### config.mk
export PLATFORM = sky130hd
export DESIGN_NAME = external_memory_bus_interface
export DESIGN_NICKNAME = d
export VERILOG_FILES = /design/src/hw/ext_bus_pkg.sv /design/src/hw/external_memory_bus_interface.sv
export SDC_FILE = /design/constraint.sdc
export NUM_CORES = 1
export LEC_CHECK = 0
export BUFFER_PORTS_ARGS = -buffer_cell sky130_fd_sc_hd__buf_2
export CORE_ASPECT_RATIO = 1.4
export CORE_UTILIZATION = 25
export DETAILED_ROUTE_END_ITERATION = 8
export PLACE_DENSITY_LB_ADDON = 0.3
export SLEW_MARGIN = 20
export SYNTH_ARGS = -nofsm -noshare
export SYNTH_HDL_FRONTEND = slang
export SYNTH_HIERARCHICAL = 1
export SYNTH_SLANG_ARGS = --single-unit
### constraint.sdc
create_clock -name clock -period 2.4 [get_ports clock]
set_input_delay 0 -clock clock [delete_from_list [all_inputs] [get_ports clock]]
set_output_delay 0 -clock clock [all_outputs]
set_load 0.01 [all_outputs]
### src/hw/ext_bus_pkg.sv
package ext_bus_pkg;

	// ****************************************
	// timing
	// ****************************************
	localparam int unsigned OSC_PERIOD_NS             = 10;
	localparam int unsigned MACHINE_CYCLE_NS          = 120;
	localparam int unsigned MACHINE_CYCLE_OSC         = MACHINE_CYCLE_NS / OSC_PERIOD_NS;
	localparam int unsigned RESET_HOLD_MACHINE_CYCLES = 2;
	localparam logic [4:0]  RESET_HOLD_CYCLES         = 5'(RESET_HOLD_MACHINE_CYCLES * MACHINE_CYCLE_OSC);
	localparam logic [1:0]  SETTLE_CYCLES             = 2'h3;
	localparam int unsigned CAPTURE_STAGES            = 4;

	// ****************************************
	// phases inside one machine cycle
	// ****************************************
	localparam logic [3:0] PHASE_LAST         = 4'(MACHINE_CYCLE_OSC - 1);
	localparam logic [3:0] HALF_LEN           = 4'(MACHINE_CYCLE_OSC / 2);
	localparam logic [3:0] STROBE_HIGH_LAST   = 4'h1;
	localparam logic [3:0] ADDR_LAST          = 4'h2;
	localparam logic [3:0] CODE_STROBE_FIRST  = 4'h3;
	localparam logic [3:0] CODE_STROBE_LAST   = 4'h5;
	localparam logic [3:0] DATA_STROBE_FIRST  = 4'h3;
	localparam logic [3:0] DATA_STROBE_LAST   = 4'h8;

	// ****************************************
	// register indices (byte address = 4 * index)
	// ****************************************
	localparam logic [7:0] IDX_LOW_PORT     = 8'h80;
	localparam logic [7:0] IDX_DP_LOW       = 8'h82;
	localparam logic [7:0] IDX_DP_HIGH      = 8'h83;
	localparam logic [7:0] IDX_LATCH_CTRL   = 8'h8e;
	localparam logic [7:0] IDX_HIGH_PORT    = 8'ha0;
	localparam logic [7:0] IDX_STROBE_PORT  = 8'hb0;
	localparam logic [7:0] IDX_COMMAND      = 8'he8;
	localparam logic [7:0] IDX_STATUS       = 8'he9;
	localparam logic [7:0] IDX_FETCH_ADDR   = 8'hea;
	localparam logic [7:0] IDX_BYTE_INDEX   = 8'heb;
	localparam logic [7:0] IDX_NONE         = 8'h00;

	// ****************************************
	// reset values and fields
	// ****************************************
	localparam logic [7:0]  PORT_RESET        = 8'hff;
	localparam logic [7:0]  DP_RESET          = 8'h00;
	localparam logic [7:0]  LATCH_CTRL_RESET  = 8'h00;
	localparam logic [7:0]  BYTE_INDEX_RESET  = 8'h00;
	localparam logic [15:0] FETCH_ADDR_RESET  = 16'h0000;
	localparam int unsigned LATCH_DISABLE_BIT = 0;
	localparam int unsigned WR_STROBE_BIT     = 6;
	localparam int unsigned RD_STROBE_BIT     = 7;
	localparam int unsigned CMD_BYTE_MODE_BIT = 2;
	localparam int unsigned CMD_WDATA_LSB     = 8;

	typedef enum logic [1:0] {
		OP_NONE  = 2'h0,
		OP_READ  = 2'h1,
		OP_WRITE = 2'h2,
		OP_TABLE = 2'h3
	} op_type;

	typedef enum logic [3:0] {
		CYC_IDLE  = 4'b0001,
		CYC_FETCH = 4'b0010,
		CYC_DATA  = 4'b0100,
		CYC_TABLE = 4'b1000
	} cycle_type;

endpackage

### src/hw/external_memory_bus_interface.sv
`timescale 1ns/1ps

// ****************************************
// three-stage input filter
// ****************************************
module pin_filter #(
	parameter int unsigned      WIDTH = 1,
	parameter logic [WIDTH-1:0] INIT  = '0
) (
	// clock and reset
	input  wire logic             clock,
	input  wire logic             rst,
	// pin and filtered level
	input  wire logic [WIDTH-1:0] pin,
	output logic      [WIDTH-1:0] level
);
	logic [WIDTH-1:0] s1_reg;
	logic [WIDTH-1:0] s2_reg;
	logic [WIDTH-1:0] s3_reg;
	logic [WIDTH-1:0] level_reg;
	wire  [WIDTH-1:0] agree = ~(s2_reg ^ s3_reg);

	// a bit changes only once the last two stages agree
	always_ff @(posedge clock) begin
		if (rst) begin
			s1_reg    <= INIT;
			s2_reg    <= INIT;
			s3_reg    <= INIT;
			level_reg <= INIT;
		end else begin
			s1_reg    <= pin;
			s2_reg    <= s1_reg;
			s3_reg    <= s2_reg;
			level_reg <= (s3_reg & agree) | (level_reg & ~agree);
		end
	end
	assign level = level_reg;
endmodule

module external_memory_bus_interface
	import ext_bus_pkg::*;
(
	// clock and reset
	input  wire logic        clock,
	input  wire logic        rst,
	// ahb-lite slave
	input  wire logic        hsel,
	input  wire logic [31:0] haddr,
	input  wire logic [1:0]  htrans,
	input  wire logic        hwrite,
	input  wire logic [2:0]  hsize,
	input  wire logic [31:0] hwdata,
	input  wire logic        hready,
	output logic      [31:0] hrdata,
	output logic             hreadyout,
	output logic             hresp,
	// board straps and reset pin
	input  wire logic        reset_pin,
	input  wire logic        external_fetch_select_n,
	input  wire logic        lock_bit1_programmed,
	// low port, multiplexed address and data
	input  wire logic [7:0]  low_port_in,
	output logic      [7:0]  low_port_out,
	output logic      [7:0]  low_port_oe_n,
	// high port and strobe port
	output logic      [7:0]  high_port_out,
	output logic      [7:0]  high_port_oe_n,
	output logic      [7:0]  strobe_port_out,
	output logic      [7:0]  strobe_port_oe_n,
	// memory strobes
	output logic             address_latch_strobe_out,
	output logic             address_latch_strobe_oe_n,
	output logic             program_fetch_strobe_n
);

	// ****************************************
	// input filters and device reset
	// ****************************************
	logic       reset_level;
	logic       select_level;
	logic [7:0] low_level;
	logic [4:0] hold_count_reg;
	logic       pin_reset_reg;
	logic [1:0] settle_reg;
	logic       dev_rst;

	pin_filter #(.WIDTH(1), .INIT(1'b0)) reset_filter (
		.clock (clock),
		.rst   (rst),
		.pin   (reset_pin),
		.level (reset_level)
	);
	pin_filter #(.WIDTH(1), .INIT(1'b1)) select_filter (
		.clock (clock),
		.rst   (rst),
		.pin   (external_fetch_select_n),
		.level (select_level)
	);
	pin_filter #(.WIDTH(8), .INIT(8'hff)) low_filter (
		.clock (clock),
		.rst   (rst),
		.pin   (low_port_in),
		.level (low_level)
	);

	// reset pin must stay high for a full hold count before it takes effect
	always_ff @(posedge clock) begin
		if (rst) begin
			hold_count_reg <= '0;
			pin_reset_reg  <= 1'b0;
			settle_reg     <= '0;
		end else begin
			hold_count_reg <= !reset_level ? 5'h00 :
				(hold_count_reg == RESET_HOLD_CYCLES) ? hold_count_reg : 5'(hold_count_reg + 5'h01);
			pin_reset_reg  <= reset_level && (hold_count_reg >= 5'(RESET_HOLD_CYCLES - 5'h01));
			settle_reg     <= (settle_reg == SETTLE_CYCLES) ? settle_reg : 2'(settle_reg + 2'h1);
		end
	end
	// filters need a few cycles after rst before the strap is trusted
	assign dev_rst = rst || pin_reset_reg || (settle_reg != SETTLE_CYCLES);

	// ****************************************
	// registers and ahb-lite slave
	// ****************************************
	logic [7:0]  low_latch_reg;
	logic [7:0]  dp_low_reg;
	logic [7:0]  dp_high_reg;
	logic [7:0]  latch_ctrl_reg;
	logic [7:0]  high_latch_reg;
	logic [7:0]  strobe_latch_reg;
	logic [7:0]  byte_index_reg;
	logic [15:0] fetch_addr_reg;
	logic [7:0]  last_read_reg;
	logic [7:0]  last_code_reg;
	op_type      cmd_op_reg;
	logic        cmd_byte_mode_reg;
	logic [7:0]  cmd_wdata_reg;
	logic        cmd_pending_reg;
	logic        busy_reg;
	logic        select_latched_reg;
	logic        wr_pend_reg;
	logic        rd_wait_reg;
	logic [7:0]  idx_reg;
	logic [31:0] hrdata_reg;
	logic [31:0] rd_mux;
	logic        ext_exec;

	// address decode; anything outside the index window reads zero
	wire       take       = hsel && htrans[1] && hready;
	wire       addr_ok    = (haddr[31:10] == 22'h000000);
	wire [7:0] idx_next   = addr_ok ? haddr[9:2] : IDX_NONE;
	wire       wr_en      = wr_pend_reg && !dev_rst;
	wire       wr_cmd     = wr_en && (idx_reg == IDX_COMMAND) && !busy_reg
		&& (op_type'(hwdata[1:0]) != OP_NONE);
	wire [7:0] status_low = {6'h00, ext_exec, busy_reg};

	// bus control: writes finish in zero waits, reads take one wait state
	always_ff @(posedge clock) begin
		if (rst) begin
			wr_pend_reg <= 1'b0;
			rd_wait_reg <= 1'b0;
			idx_reg     <= IDX_NONE;
			hrdata_reg  <= '0;
		end else begin
			wr_pend_reg <= take && hwrite;
			rd_wait_reg <= take && !hwrite;
			idx_reg     <= take ? idx_next : idx_reg;
			hrdata_reg  <= rd_wait_reg ? rd_mux : hrdata_reg;
		end
	end
	assign hreadyout = !rd_wait_reg;
	assign hresp     = 1'b0;
	assign hrdata    = hrdata_reg;

	// read selection
	assign rd_mux =
		(idx_reg == IDX_LOW_PORT)    ? {24'h000000, low_latch_reg} :
		(idx_reg == IDX_DP_LOW)      ? {24'h000000, dp_low_reg} :
		(idx_reg == IDX_DP_HIGH)     ? {24'h000000, dp_high_reg} :
		(idx_reg == IDX_LATCH_CTRL)  ? {24'h000000, latch_ctrl_reg} :
		(idx_reg == IDX_HIGH_PORT)   ? {24'h000000, high_latch_reg} :
		(idx_reg == IDX_STROBE_PORT) ? {24'h000000, strobe_latch_reg} :
		(idx_reg == IDX_COMMAND)     ? {16'h0000, cmd_wdata_reg, 5'h00, cmd_byte_mode_reg, cmd_op_reg} :
		(idx_reg == IDX_STATUS)      ? {8'h00, last_code_reg, last_read_reg, status_low} :
		(idx_reg == IDX_FETCH_ADDR)  ? {16'h0000, fetch_addr_reg} :
		(idx_reg == IDX_BYTE_INDEX)  ? {24'h000000, byte_index_reg} : 32'h00000000;

	// ****************************************
	// code source selection
	// ****************************************
	// strap captured during device reset, used instead of the pin when locked
	always_ff @(posedge clock) begin
		if (dev_rst) begin
			select_latched_reg <= select_level;
		end
	end
	assign ext_exec = lock_bit1_programmed ? !select_latched_reg : !select_level;

	// ****************************************
	// machine cycle sequencer
	// ****************************************
	logic [3:0] phase_reg;
	cycle_type  cyc_reg;
	cycle_type  cyc_next;
	logic       code_half;
	logic       table_half;
	logic       data_cyc;
	logic [2:0] cap_pipe_reg [CAPTURE_STAGES];

	wire       half      = (phase_reg >= HALF_LEN);
	wire [3:0] hp        = half ? 4'(phase_reg - HALF_LEN) : phase_reg;
	wire       cyc_end   = (phase_reg == PHASE_LAST);
	wire       is_write  = data_cyc && (cmd_op_reg == OP_WRITE);
	wire       is_read   = data_cyc && (cmd_op_reg == OP_READ);

	// twelve phases per machine cycle, two halves of six
	always_ff @(posedge clock) begin
		if (dev_rst) begin
			phase_reg <= '0;
			cyc_reg   <= CYC_IDLE;
		end else begin
			phase_reg <= cyc_end ? 4'h0 : 4'(phase_reg + 4'h1);
			cyc_reg   <= cyc_next;
		end
	end

	// next cycle kind is chosen only on the machine cycle boundary
	always_comb begin
		cyc_next = cyc_reg;
		if (cyc_end) begin
			if (cmd_pending_reg) begin
				cyc_next = (cmd_op_reg == OP_TABLE) ? CYC_TABLE : CYC_DATA;
			end else begin
				cyc_next = ext_exec ? CYC_FETCH : CYC_IDLE;
			end
		end
	end

	// which half owns the bus and for what
	always_comb begin
		code_half  = 1'b0;
		table_half = 1'b0;
		data_cyc   = 1'b0;
		case (cyc_reg)
			CYC_IDLE: begin
				code_half = 1'b0;
			end
			// a fetch cycle, once begun, runs to its end even if the strap moves
			CYC_FETCH: begin
				code_half = 1'b1;
			end
			CYC_DATA: begin
				data_cyc = 1'b1;
			end
			CYC_TABLE: begin
				table_half = !half;
				code_half  = half && ext_exec;
			end
			default: begin
				code_half = 1'b0;
			end
		endcase
	end

	// ****************************************
	// pin drive
	// ****************************************
	wire        code_read   = code_half || table_half;
	wire        bus_owned   = code_read || data_cyc;
	wire        addr_phase  = (hp <= ADDR_LAST) && (code_read || (data_cyc && !half));
	wire        wdata_phase = is_write && (phase_reg >= DATA_STROBE_FIRST);
	wire        data_strobe = data_cyc && (phase_reg >= DATA_STROBE_FIRST) && (phase_reg <= DATA_STROBE_LAST);
	wire [15:0] ptr_addr    = {dp_high_reg, dp_low_reg};
	wire [15:0] bus_addr    = table_half ? ptr_addr :
		data_cyc ? (cmd_byte_mode_reg ? {high_latch_reg, byte_index_reg} : ptr_addr) : fetch_addr_reg;
	// one pulse skipped in the second half of a data cycle
	wire        strobe_slot = (hp <= STROBE_HIGH_LAST) && !(data_cyc && half);
	// disable bit only counts while running from on-chip code
	wire        latch_drive = ext_exec || !latch_ctrl_reg[LATCH_DISABLE_BIT]
		|| (cyc_reg == CYC_DATA) || (cyc_reg == CYC_TABLE);
	wire        fetch_low   = code_read && (hp >= CODE_STROBE_FIRST) && (hp <= CODE_STROBE_LAST);
	wire [7:0]  strobe_mask = {is_read && data_strobe, is_write && data_strobe, 6'h00};

	// all pins registered so edges follow the phase counter by one cycle
	always_ff @(posedge clock) begin
		if (dev_rst) begin
			low_port_out              <= PORT_RESET;
			low_port_oe_n             <= PORT_RESET;
			high_port_out             <= PORT_RESET;
			high_port_oe_n            <= PORT_RESET;
			strobe_port_out           <= PORT_RESET;
			strobe_port_oe_n          <= PORT_RESET;
			address_latch_strobe_out  <= 1'b0;
			address_latch_strobe_oe_n <= 1'b1;
			program_fetch_strobe_n    <= 1'b1;
		end else begin
			// address, then data, on the low port; released while reading
			low_port_out              <= addr_phase ? bus_addr[7:0] :
				wdata_phase ? cmd_wdata_reg : bus_owned ? 8'hff : low_latch_reg;
			low_port_oe_n             <= (addr_phase || wdata_phase) ? 8'h00 :
				bus_owned ? 8'hff : low_latch_reg;
			high_port_out             <= bus_owned ? bus_addr[15:8] : high_latch_reg;
			high_port_oe_n            <= bus_owned ? 8'h00 : high_latch_reg;
			strobe_port_out           <= strobe_latch_reg & ~strobe_mask;
			strobe_port_oe_n          <= strobe_latch_reg & ~strobe_mask;
			address_latch_strobe_out  <= latch_drive && strobe_slot;
			address_latch_strobe_oe_n <= !latch_drive;
			program_fetch_strobe_n    <= !fetch_low;
		end
	end

	// ****************************************
	// capture of returned bytes and register state
	// ****************************************
	// capture waits for the filtered low port to settle after the strobe
	wire [2:0] cap_in = {
		code_half && (hp == CODE_STROBE_LAST),
		table_half && (hp == CODE_STROBE_LAST),
		is_read && (phase_reg == DATA_STROBE_LAST)
	};
	wire [2:0] cap_out    = cap_pipe_reg[CAPTURE_STAGES-1];
	wire       fetch_done = cap_in[2];
	wire       op_done    = cap_out[1] || cap_out[0] || (is_write && cyc_end);

	always_ff @(posedge clock) begin
		if (dev_rst) begin
			for (int i = 0; i < CAPTURE_STAGES; i++) begin
				cap_pipe_reg[i] <= 3'h0;
			end
		end else begin
			cap_pipe_reg[0] <= cap_in;
			for (int i = 1; i < CAPTURE_STAGES; i++) begin
				cap_pipe_reg[i] <= cap_pipe_reg[i-1];
			end
		end
	end

	// software-visible registers; writes during device reset are lost
	always_ff @(posedge clock) begin
		if (dev_rst) begin
			low_latch_reg     <= PORT_RESET;
			dp_low_reg        <= DP_RESET;
			dp_high_reg       <= DP_RESET;
			latch_ctrl_reg    <= LATCH_CTRL_RESET;
			high_latch_reg    <= PORT_RESET;
			strobe_latch_reg  <= PORT_RESET;
			byte_index_reg    <= BYTE_INDEX_RESET;
			fetch_addr_reg    <= FETCH_ADDR_RESET;
			last_read_reg     <= 8'h00;
			last_code_reg     <= 8'h00;
			cmd_op_reg        <= OP_NONE;
			cmd_byte_mode_reg <= 1'b0;
			cmd_wdata_reg     <= 8'h00;
			cmd_pending_reg   <= 1'b0;
			busy_reg          <= 1'b0;
		end else begin
			if (wr_en && (idx_reg == IDX_LOW_PORT))    low_latch_reg    <= hwdata[7:0];
			if (wr_en && (idx_reg == IDX_DP_LOW))      dp_low_reg       <= hwdata[7:0];
			if (wr_en && (idx_reg == IDX_DP_HIGH))     dp_high_reg      <= hwdata[7:0];
			if (wr_en && (idx_reg == IDX_LATCH_CTRL))  latch_ctrl_reg   <= hwdata[7:0];
			if (wr_en && (idx_reg == IDX_HIGH_PORT))   high_latch_reg   <= hwdata[7:0];
			if (wr_en && (idx_reg == IDX_STROBE_PORT)) strobe_latch_reg <= hwdata[7:0];
			if (wr_en && (idx_reg == IDX_BYTE_INDEX))  byte_index_reg   <= hwdata[7:0];
			// fetch address wraps through the full 16-bit range
			if (fetch_done) begin
				fetch_addr_reg <= 16'(fetch_addr_reg + 16'h0001);
			end else if (wr_en && (idx_reg == IDX_FETCH_ADDR)) begin
				fetch_addr_reg <= hwdata[15:0];
			end
			if (cap_out[2]) last_code_reg <= low_level;
			if (cap_out[1] || cap_out[0]) last_read_reg <= low_level;
			// commands are ignored while one is still in flight
			if (wr_cmd) begin
				cmd_op_reg        <= op_type'(hwdata[1:0]);
				cmd_byte_mode_reg <= hwdata[CMD_BYTE_MODE_BIT];
				cmd_wdata_reg     <= hwdata[CMD_WDATA_LSB +: 8];
			end
			cmd_pending_reg <= wr_cmd || (cmd_pending_reg && !cyc_end);
			busy_reg        <= wr_cmd || (busy_reg && !op_done);
		end
	end
endmodule

* Word level (Yosys, flattened, before mapping)
Memory sizes are Yosys's and may differ from the RTL's. Index checks and enable logic that the tools add are counted. W data, S select, Z words.
Storage, ports and cells: flip-flop bits (word level) 243, memories 1, RAM bits 12, logic and storage cells 210
Operators by class: multiplexer cells 37, magnitude comparators 8, add/subtract/negate cells 5, bitwise operators 23, reduce and logical (&&, ||, !) cells 69, eq/ne operators 22
Memories:
- cap_pipe_reg | words 4, bits a word 3, rd ports 4, clocked after Yosys merged registers in 0, write ports 4, RTL line external_memory_bus_interface.sv:208 | logic [2:0] cap_pipe_reg [CAPTURE_STAGES];
Operator list (number):
- $mux W24 | 8
- $mux W16 | 6
- $eq A8 B8 Y1 const B | 10
- $mux W8 | 8
- $logic_and A1 B1 Y1 | 38
- $and A8 B8 Y8 | 3
- $not A8 Y8 | 3
- $logic_not A22 Y1 | 1
- $add A16 B1 Y16 const B | 1
- $logic_not A1 Y1 | 13
- $logic_or A1 B1 Y1 | 13
- $eq A4 B4 Y1 const B | 3
- $mux W3 | 4
- $mux W4 | 3
- $eq A4 B3 Y1 const B | 2
- $ge A4 B2 Y1 const B | 2
- $or A8 B8 Y8 | 1
- $xor A8 B8 Y8 | 1
- $eq A2 B2 Y1 const B | 3
- $mux W1 | 6
- $or A1 B1 Y1 | 6
- $add A5 B1 Y5 const B | 1
- $eq A5 B5 Y1 const B | 1
- $ge A5 B5 Y1 const B | 1
- 18 further kinds | 26

* Depth between registers and ports, before layout
depth in word-level cells 11, depth in mapped cells 10, gate-level depth less buffers 7

* Cells and area by module
The synthesis kept the hierarchy.
Modules (own cells, without submodules):
- external_memory_bus_interface | seq. area each 4154.0 um^2, cells an instance 1099, instances 1, area each 9401.5 um^2
- pin_filter (low_filter) | seq. area each 640.6 um^2, cells an instance 83, instances 1, area each 954.7 um^2
- pin_filter (select_filter) | seq. area each 80.1 um^2, cells an instance 10, instances 1, area each 115.1 um^2
- pin_filter (reset_filter) | seq. area each 80.1 um^2, cells an instance 10, instances 1, area each 112.6 um^2

* Worst setup path before layout
OpenSTA, ideal clock, no wires.
kind reg-to-reg, start register phase_reg[1], end register fetch_addr_reg[4], cell stages (with the launch flop) 11, buffers on the path 3, period minus slack after synthesis 2.312 ns, library setup time 0.116 ns, setup slack 0.088 ns, data required time 2.284 ns, arrival 2.196 ns, path through dfxtp_1 clkbuf_1 inv_1 ha_1 nand4b_1 o22ai_1 o21a_1 buf_2 buf_2 o31ai_1 a31o_2
Between the ends: cells in the longest elaborated chain, start to end 5
Ends and longest elaborated chain:
- start: declaration | RTL line external_memory_bus_interface.sv:202 | logic [3:0] phase_reg;
- start signal: assignment | RTL line external_memory_bus_interface.sv:222 | phase_reg <= cyc_end ? 4'h0 : 4'(phase_reg + 4'h1);
- $sub A4 B3 Y4 / $ge A4 B3 Y1 (equally long branches) | RTL line external_memory_bus_interface.sv:211, external_memory_bus_interface.sv:210
- $mux W4 / $logic_and A1 B1 Y1 (equally long branches) | RTL line external_memory_bus_interface.sv:211, external_memory_bus_interface.sv:257
- $eq A4 B3 Y1 / $pmux W1 S2 (equally long branches) | RTL line external_memory_bus_interface.sv:317, external_memory_bus_interface.sv:244
- $logic_and A1 B1 Y1 (*) | RTL line external_memory_bus_interface.sv:317 | code_half && (hp == CODE_STROBE_LAST),
- $mux W16 / $reduce_bool A2 Y1 (equally long branches)
- end signal: assignment | RTL line external_memory_bus_interface.sv:366 | fetch_addr_reg <= 16'(fetch_addr_reg + 16'h0001);
- end signal: assignment | RTL line external_memory_bus_interface.sv:368 | fetch_addr_reg <= hwdata[15:0];
- end: declaration | RTL line external_memory_bus_interface.sv:132 | logic [15:0] fetch_addr_reg;
Every way passes the cells marked *; elsewhere a longest branch is shown, timed or not. A chain may end at the register's enable or synchronous reset.

* Worst setup path in the final report
start register cyc_reg[0], end register low_port_out[7]
Between the ends: cells in the longest elaborated chain, start to end 7
Ends and longest elaborated chain:
- start: declaration | RTL line external_memory_bus_interface.sv:203 | cycle_type cyc_reg;
- start signal: assignment | RTL line external_memory_bus_interface.sv:223 | cyc_reg <= cyc_next;
- $eq A4 B4 Y1 / $eq A4 B2 Y1 (equally long branches) | RTL line external_memory_bus_interface.sv:244 | case (cyc_reg)
- $pmux W1 S2 / $mux W1 (equally long branches) | RTL line external_memory_bus_interface.sv:244
- $logic_or A1 B1 Y1 | RTL line external_memory_bus_interface.sv:268 | wire code_read = code_half || table_half;
- $logic_or A1 B1 Y1 | RTL line external_memory_bus_interface.sv:269 | wire bus_owned = code_read || data_cyc;
- $mux W8 (2 in a row) | RTL line external_memory_bus_interface.sv:299 | wdata_phase ? cmd_wdata_reg : bus_owned ? 8'hff : low_latch_reg;
- $mux W8 (*) | RTL line external_memory_bus_interface.sv:298 | low_port_out <= addr_phase ? bus_addr[7:0] :
- end signal: assignment | RTL line external_memory_bus_interface.sv:298
- end: declaration | RTL line external_memory_bus_interface.sv:63 | output logic [7:0] low_port_out,
Marks and branches as above.

==> flow_summary.toml <==
[outcome]
status = "complete, no violations"

[clock_tree]
max-clock-path-buffers = 3
cts_tree = "built"
insertion_delay_ps = 560
clkTransAtPathRegs_ps = 60
cts_num_sinks = 247
htreeDepth = 1
root_buffer = "clkbuf_16"
cts_buffers = 26

[cells_and_area]
layout_common_cells = "dfxtp_1, buf_2, nor2_1"
nFillCells = 4347
nets = 1452
diodes = 0
fin_area_mm2 = 0.0133
largest_reg_flops = 24
layout-drive-gt1-share_pct = 19.1
mostFrequentLayoutCell = "dfxtp_1"
syn_to_final_growth_pct = 25.2

[timing]
max_freq_mhz = 447
period_minus_slack_ps = 2240
maxSlewViolCount = 0
tightest_slew_ps = 809
hold_violations = 0
slew_headroom_pct = 46.0
fin_crit_sh_pct = 93.3
fin_tns_setup_ps = 0
setup_viol = 0
rsz0062_at_grt = "false"
fin_skew_ps = 19.9

[setup_path]
critPathKind = "flip-flop to flip-flop"
cp-end-kind = "flip-flop"
arrival_ps = 2610
worstPathRequired_ps = 2770
crit_path_start_kind = "flip-flop"
path_max_fanout = 16

[power_and_ir_drop]
peakVddDrop_mv = 0.482
power.total_mw = 8.70
p_leak_nw = 4.76
power.density_mw_per_mm2 = 657

[floorplanning]
dieArea_mm2 = 0.0432
die_height_um = 245
coreArea_mm2 = 0.0415
ios = 170
die_x_um = 176
rows = 88
initial_utilization_pct = 25.5

[hold_path]
holdCritPathClass = "input port to flip-flop"

[drt]
wirelength_mm = 35.1
ant_nets = 0
dr.pass1.iters = 5
wl_per_cell_um = 18.3
drtIter0Drc = 554
viasPerCell = 4.88
vias = 9365
drc = 0

[grt]
grt-ovfl-total = 0
antenna_found_initial = 0
grt_usage_pct = 16.2
grt_pass1_wl_mm = 53.5
grt_max_degree = 79
grt_pass1_vias = 9063

[logic_synthesis]
synthXorXnorAreaFrac_pct = 0.579
synth.cell_area_mm2 = 0.0106
synth-compound-area-share_pct = 18.1
ys_seq_elements = 247
yosys_most_used_dff = "dfxtp_1"
ys_seq_area_share_pct = 46.8
async_flop_share_pct = 0
syn_area_per_cell_um2 = 8.81
synth_top_family_by_area = "simple AND/OR/NAND/NOR gates"
ys_types = 76
synthSimpleGateAreaFrac_pct = 22.2
syn_inst = 1202
synthAdderAreaFrac_pct = 0.828
ys_warn_count = 6
synth_edf_count = 1
muxShareOfSynthArea_pct = 5.92

[place]
dp_hpwl_mm = 25.5
dpl_cell_area_mm2 = 0.0119
routabilityCongestion = 0.890
portBuffers = 138

[job]
maxCapViolCount = 0
## worst max-delay path, stage by stage (launching register included)
cell and delay [ps]:
dfxtp_1 370, or4b_4 600, o32a_1 220, o21a_1 310, o21ai_4 220, buf_12 150
o2111ai_1 190
## stage by stage
stage | instances | hold slack, ps | util [%] | setup slack [ps]
2_1_floorplan | 1210 | 69.1 | - | 87.5
3_3_place_gp | 1829 | 175 | 28.6 | 44.4
3_5_place_dp | 1829 | 179 | 28.6 | 34.2
4_1_cts | 1919 | 0.152 | 31.8 | 5.22
5_1_grt | 1920 | 64.6 | 31.9 | 23.4
6_report | 1920 | 26.0 | 31.9 | 160
## metal layers
metal / vias to the layer above / wire length, µm / global-route usage, %
li1: 4596 / - / -
met1: 4426 / 13900 / 18.6
met2: 248 / 17500 / 28.0
met3: 95 / 1410 / 1.98
met4: 0 / 2280 / 10.7
met5: - / 0 / 0
## Yosys cell counts (all sizes together), types with 6 or more instances
library cell,number,area [µm²]
mux2,9,101
o2111ai,18,158
a2bb2oi,6,52.6
nand4,12,75.1
dfxtp,246,4920
a41oi,7,61.3
or2,27,169
clkbuf,62,233
inv,16,60.1
o21bai,11,82.6
nor3,11,60.1
nor2,123,462
o211ai,11,82.6
and3,12,75.1
o22ai,11,68.8
and2,12,75.1
a21o,15,113
ha,7,87.6
buf,45,290
o21ai,70,362
nor2b,16,100
nor4b,7,88.8
or3,7,43.8
mux2i,48,480
nor4,10,68.8
nand3,69,345
a21oi,63,315
nand2b,12,75.1
a22oi,25,188
nand2,122,458
o31ai,10,75.1
## cell type report
cell class	count	area, µm²	area share (%)
Sequential cell	247	4950	37.4
Timing Repair Buffer	229	1550	11.7
Clock buffer	35	734	5.54
Clock inverter	13	165	1.25
Tap cell	540	676	5.10
Multi-Input combinational cell	840	5110	38.6
Inverter	16	60.1	0.453
## power breakdown
| part | leakage, nW | internal, mW | switching (mW) |
|---|---|---|---|
| clock network | 0.449 | 2.49 | 1.75 |
| registers | 2.00 | 4.14 | 0.0192 |
| logic | 2.32 | 0.134 | 0.181 |
## repair_timing
action | 4_1_cts | 5_1_grt
hold endpoints to repair | 107 | 0
hold buffers | 42 | 0
endpoints found under the setup margin | 0 | 16
resized for setup | 0 | 5
setup buffers | 0 | 1
## final timing paths
kind | from | endpoint | slack (ps) | cells after the start
min | haddr[30] | idx_reg[1] | 30 | 7
min reg2reg | low_filter/s1_reg[4] | low_filter/s2_reg[4] | 400 | 1
max | cyc_reg[0] | low_port_out[7] | 160 | 6
max reg2reg | cyc_reg[0] | low_port_out[7] | 160 | 6
## kinds of logic after synthesis
logic type,after synthesis
simple gates,469
compound gates,289
flops,247
buf+inv,123
mux,59
fa+ha+maj,7
xor+xnor,7
other cells,1
No activity file was read; power rests on OpenSTA's default activity.
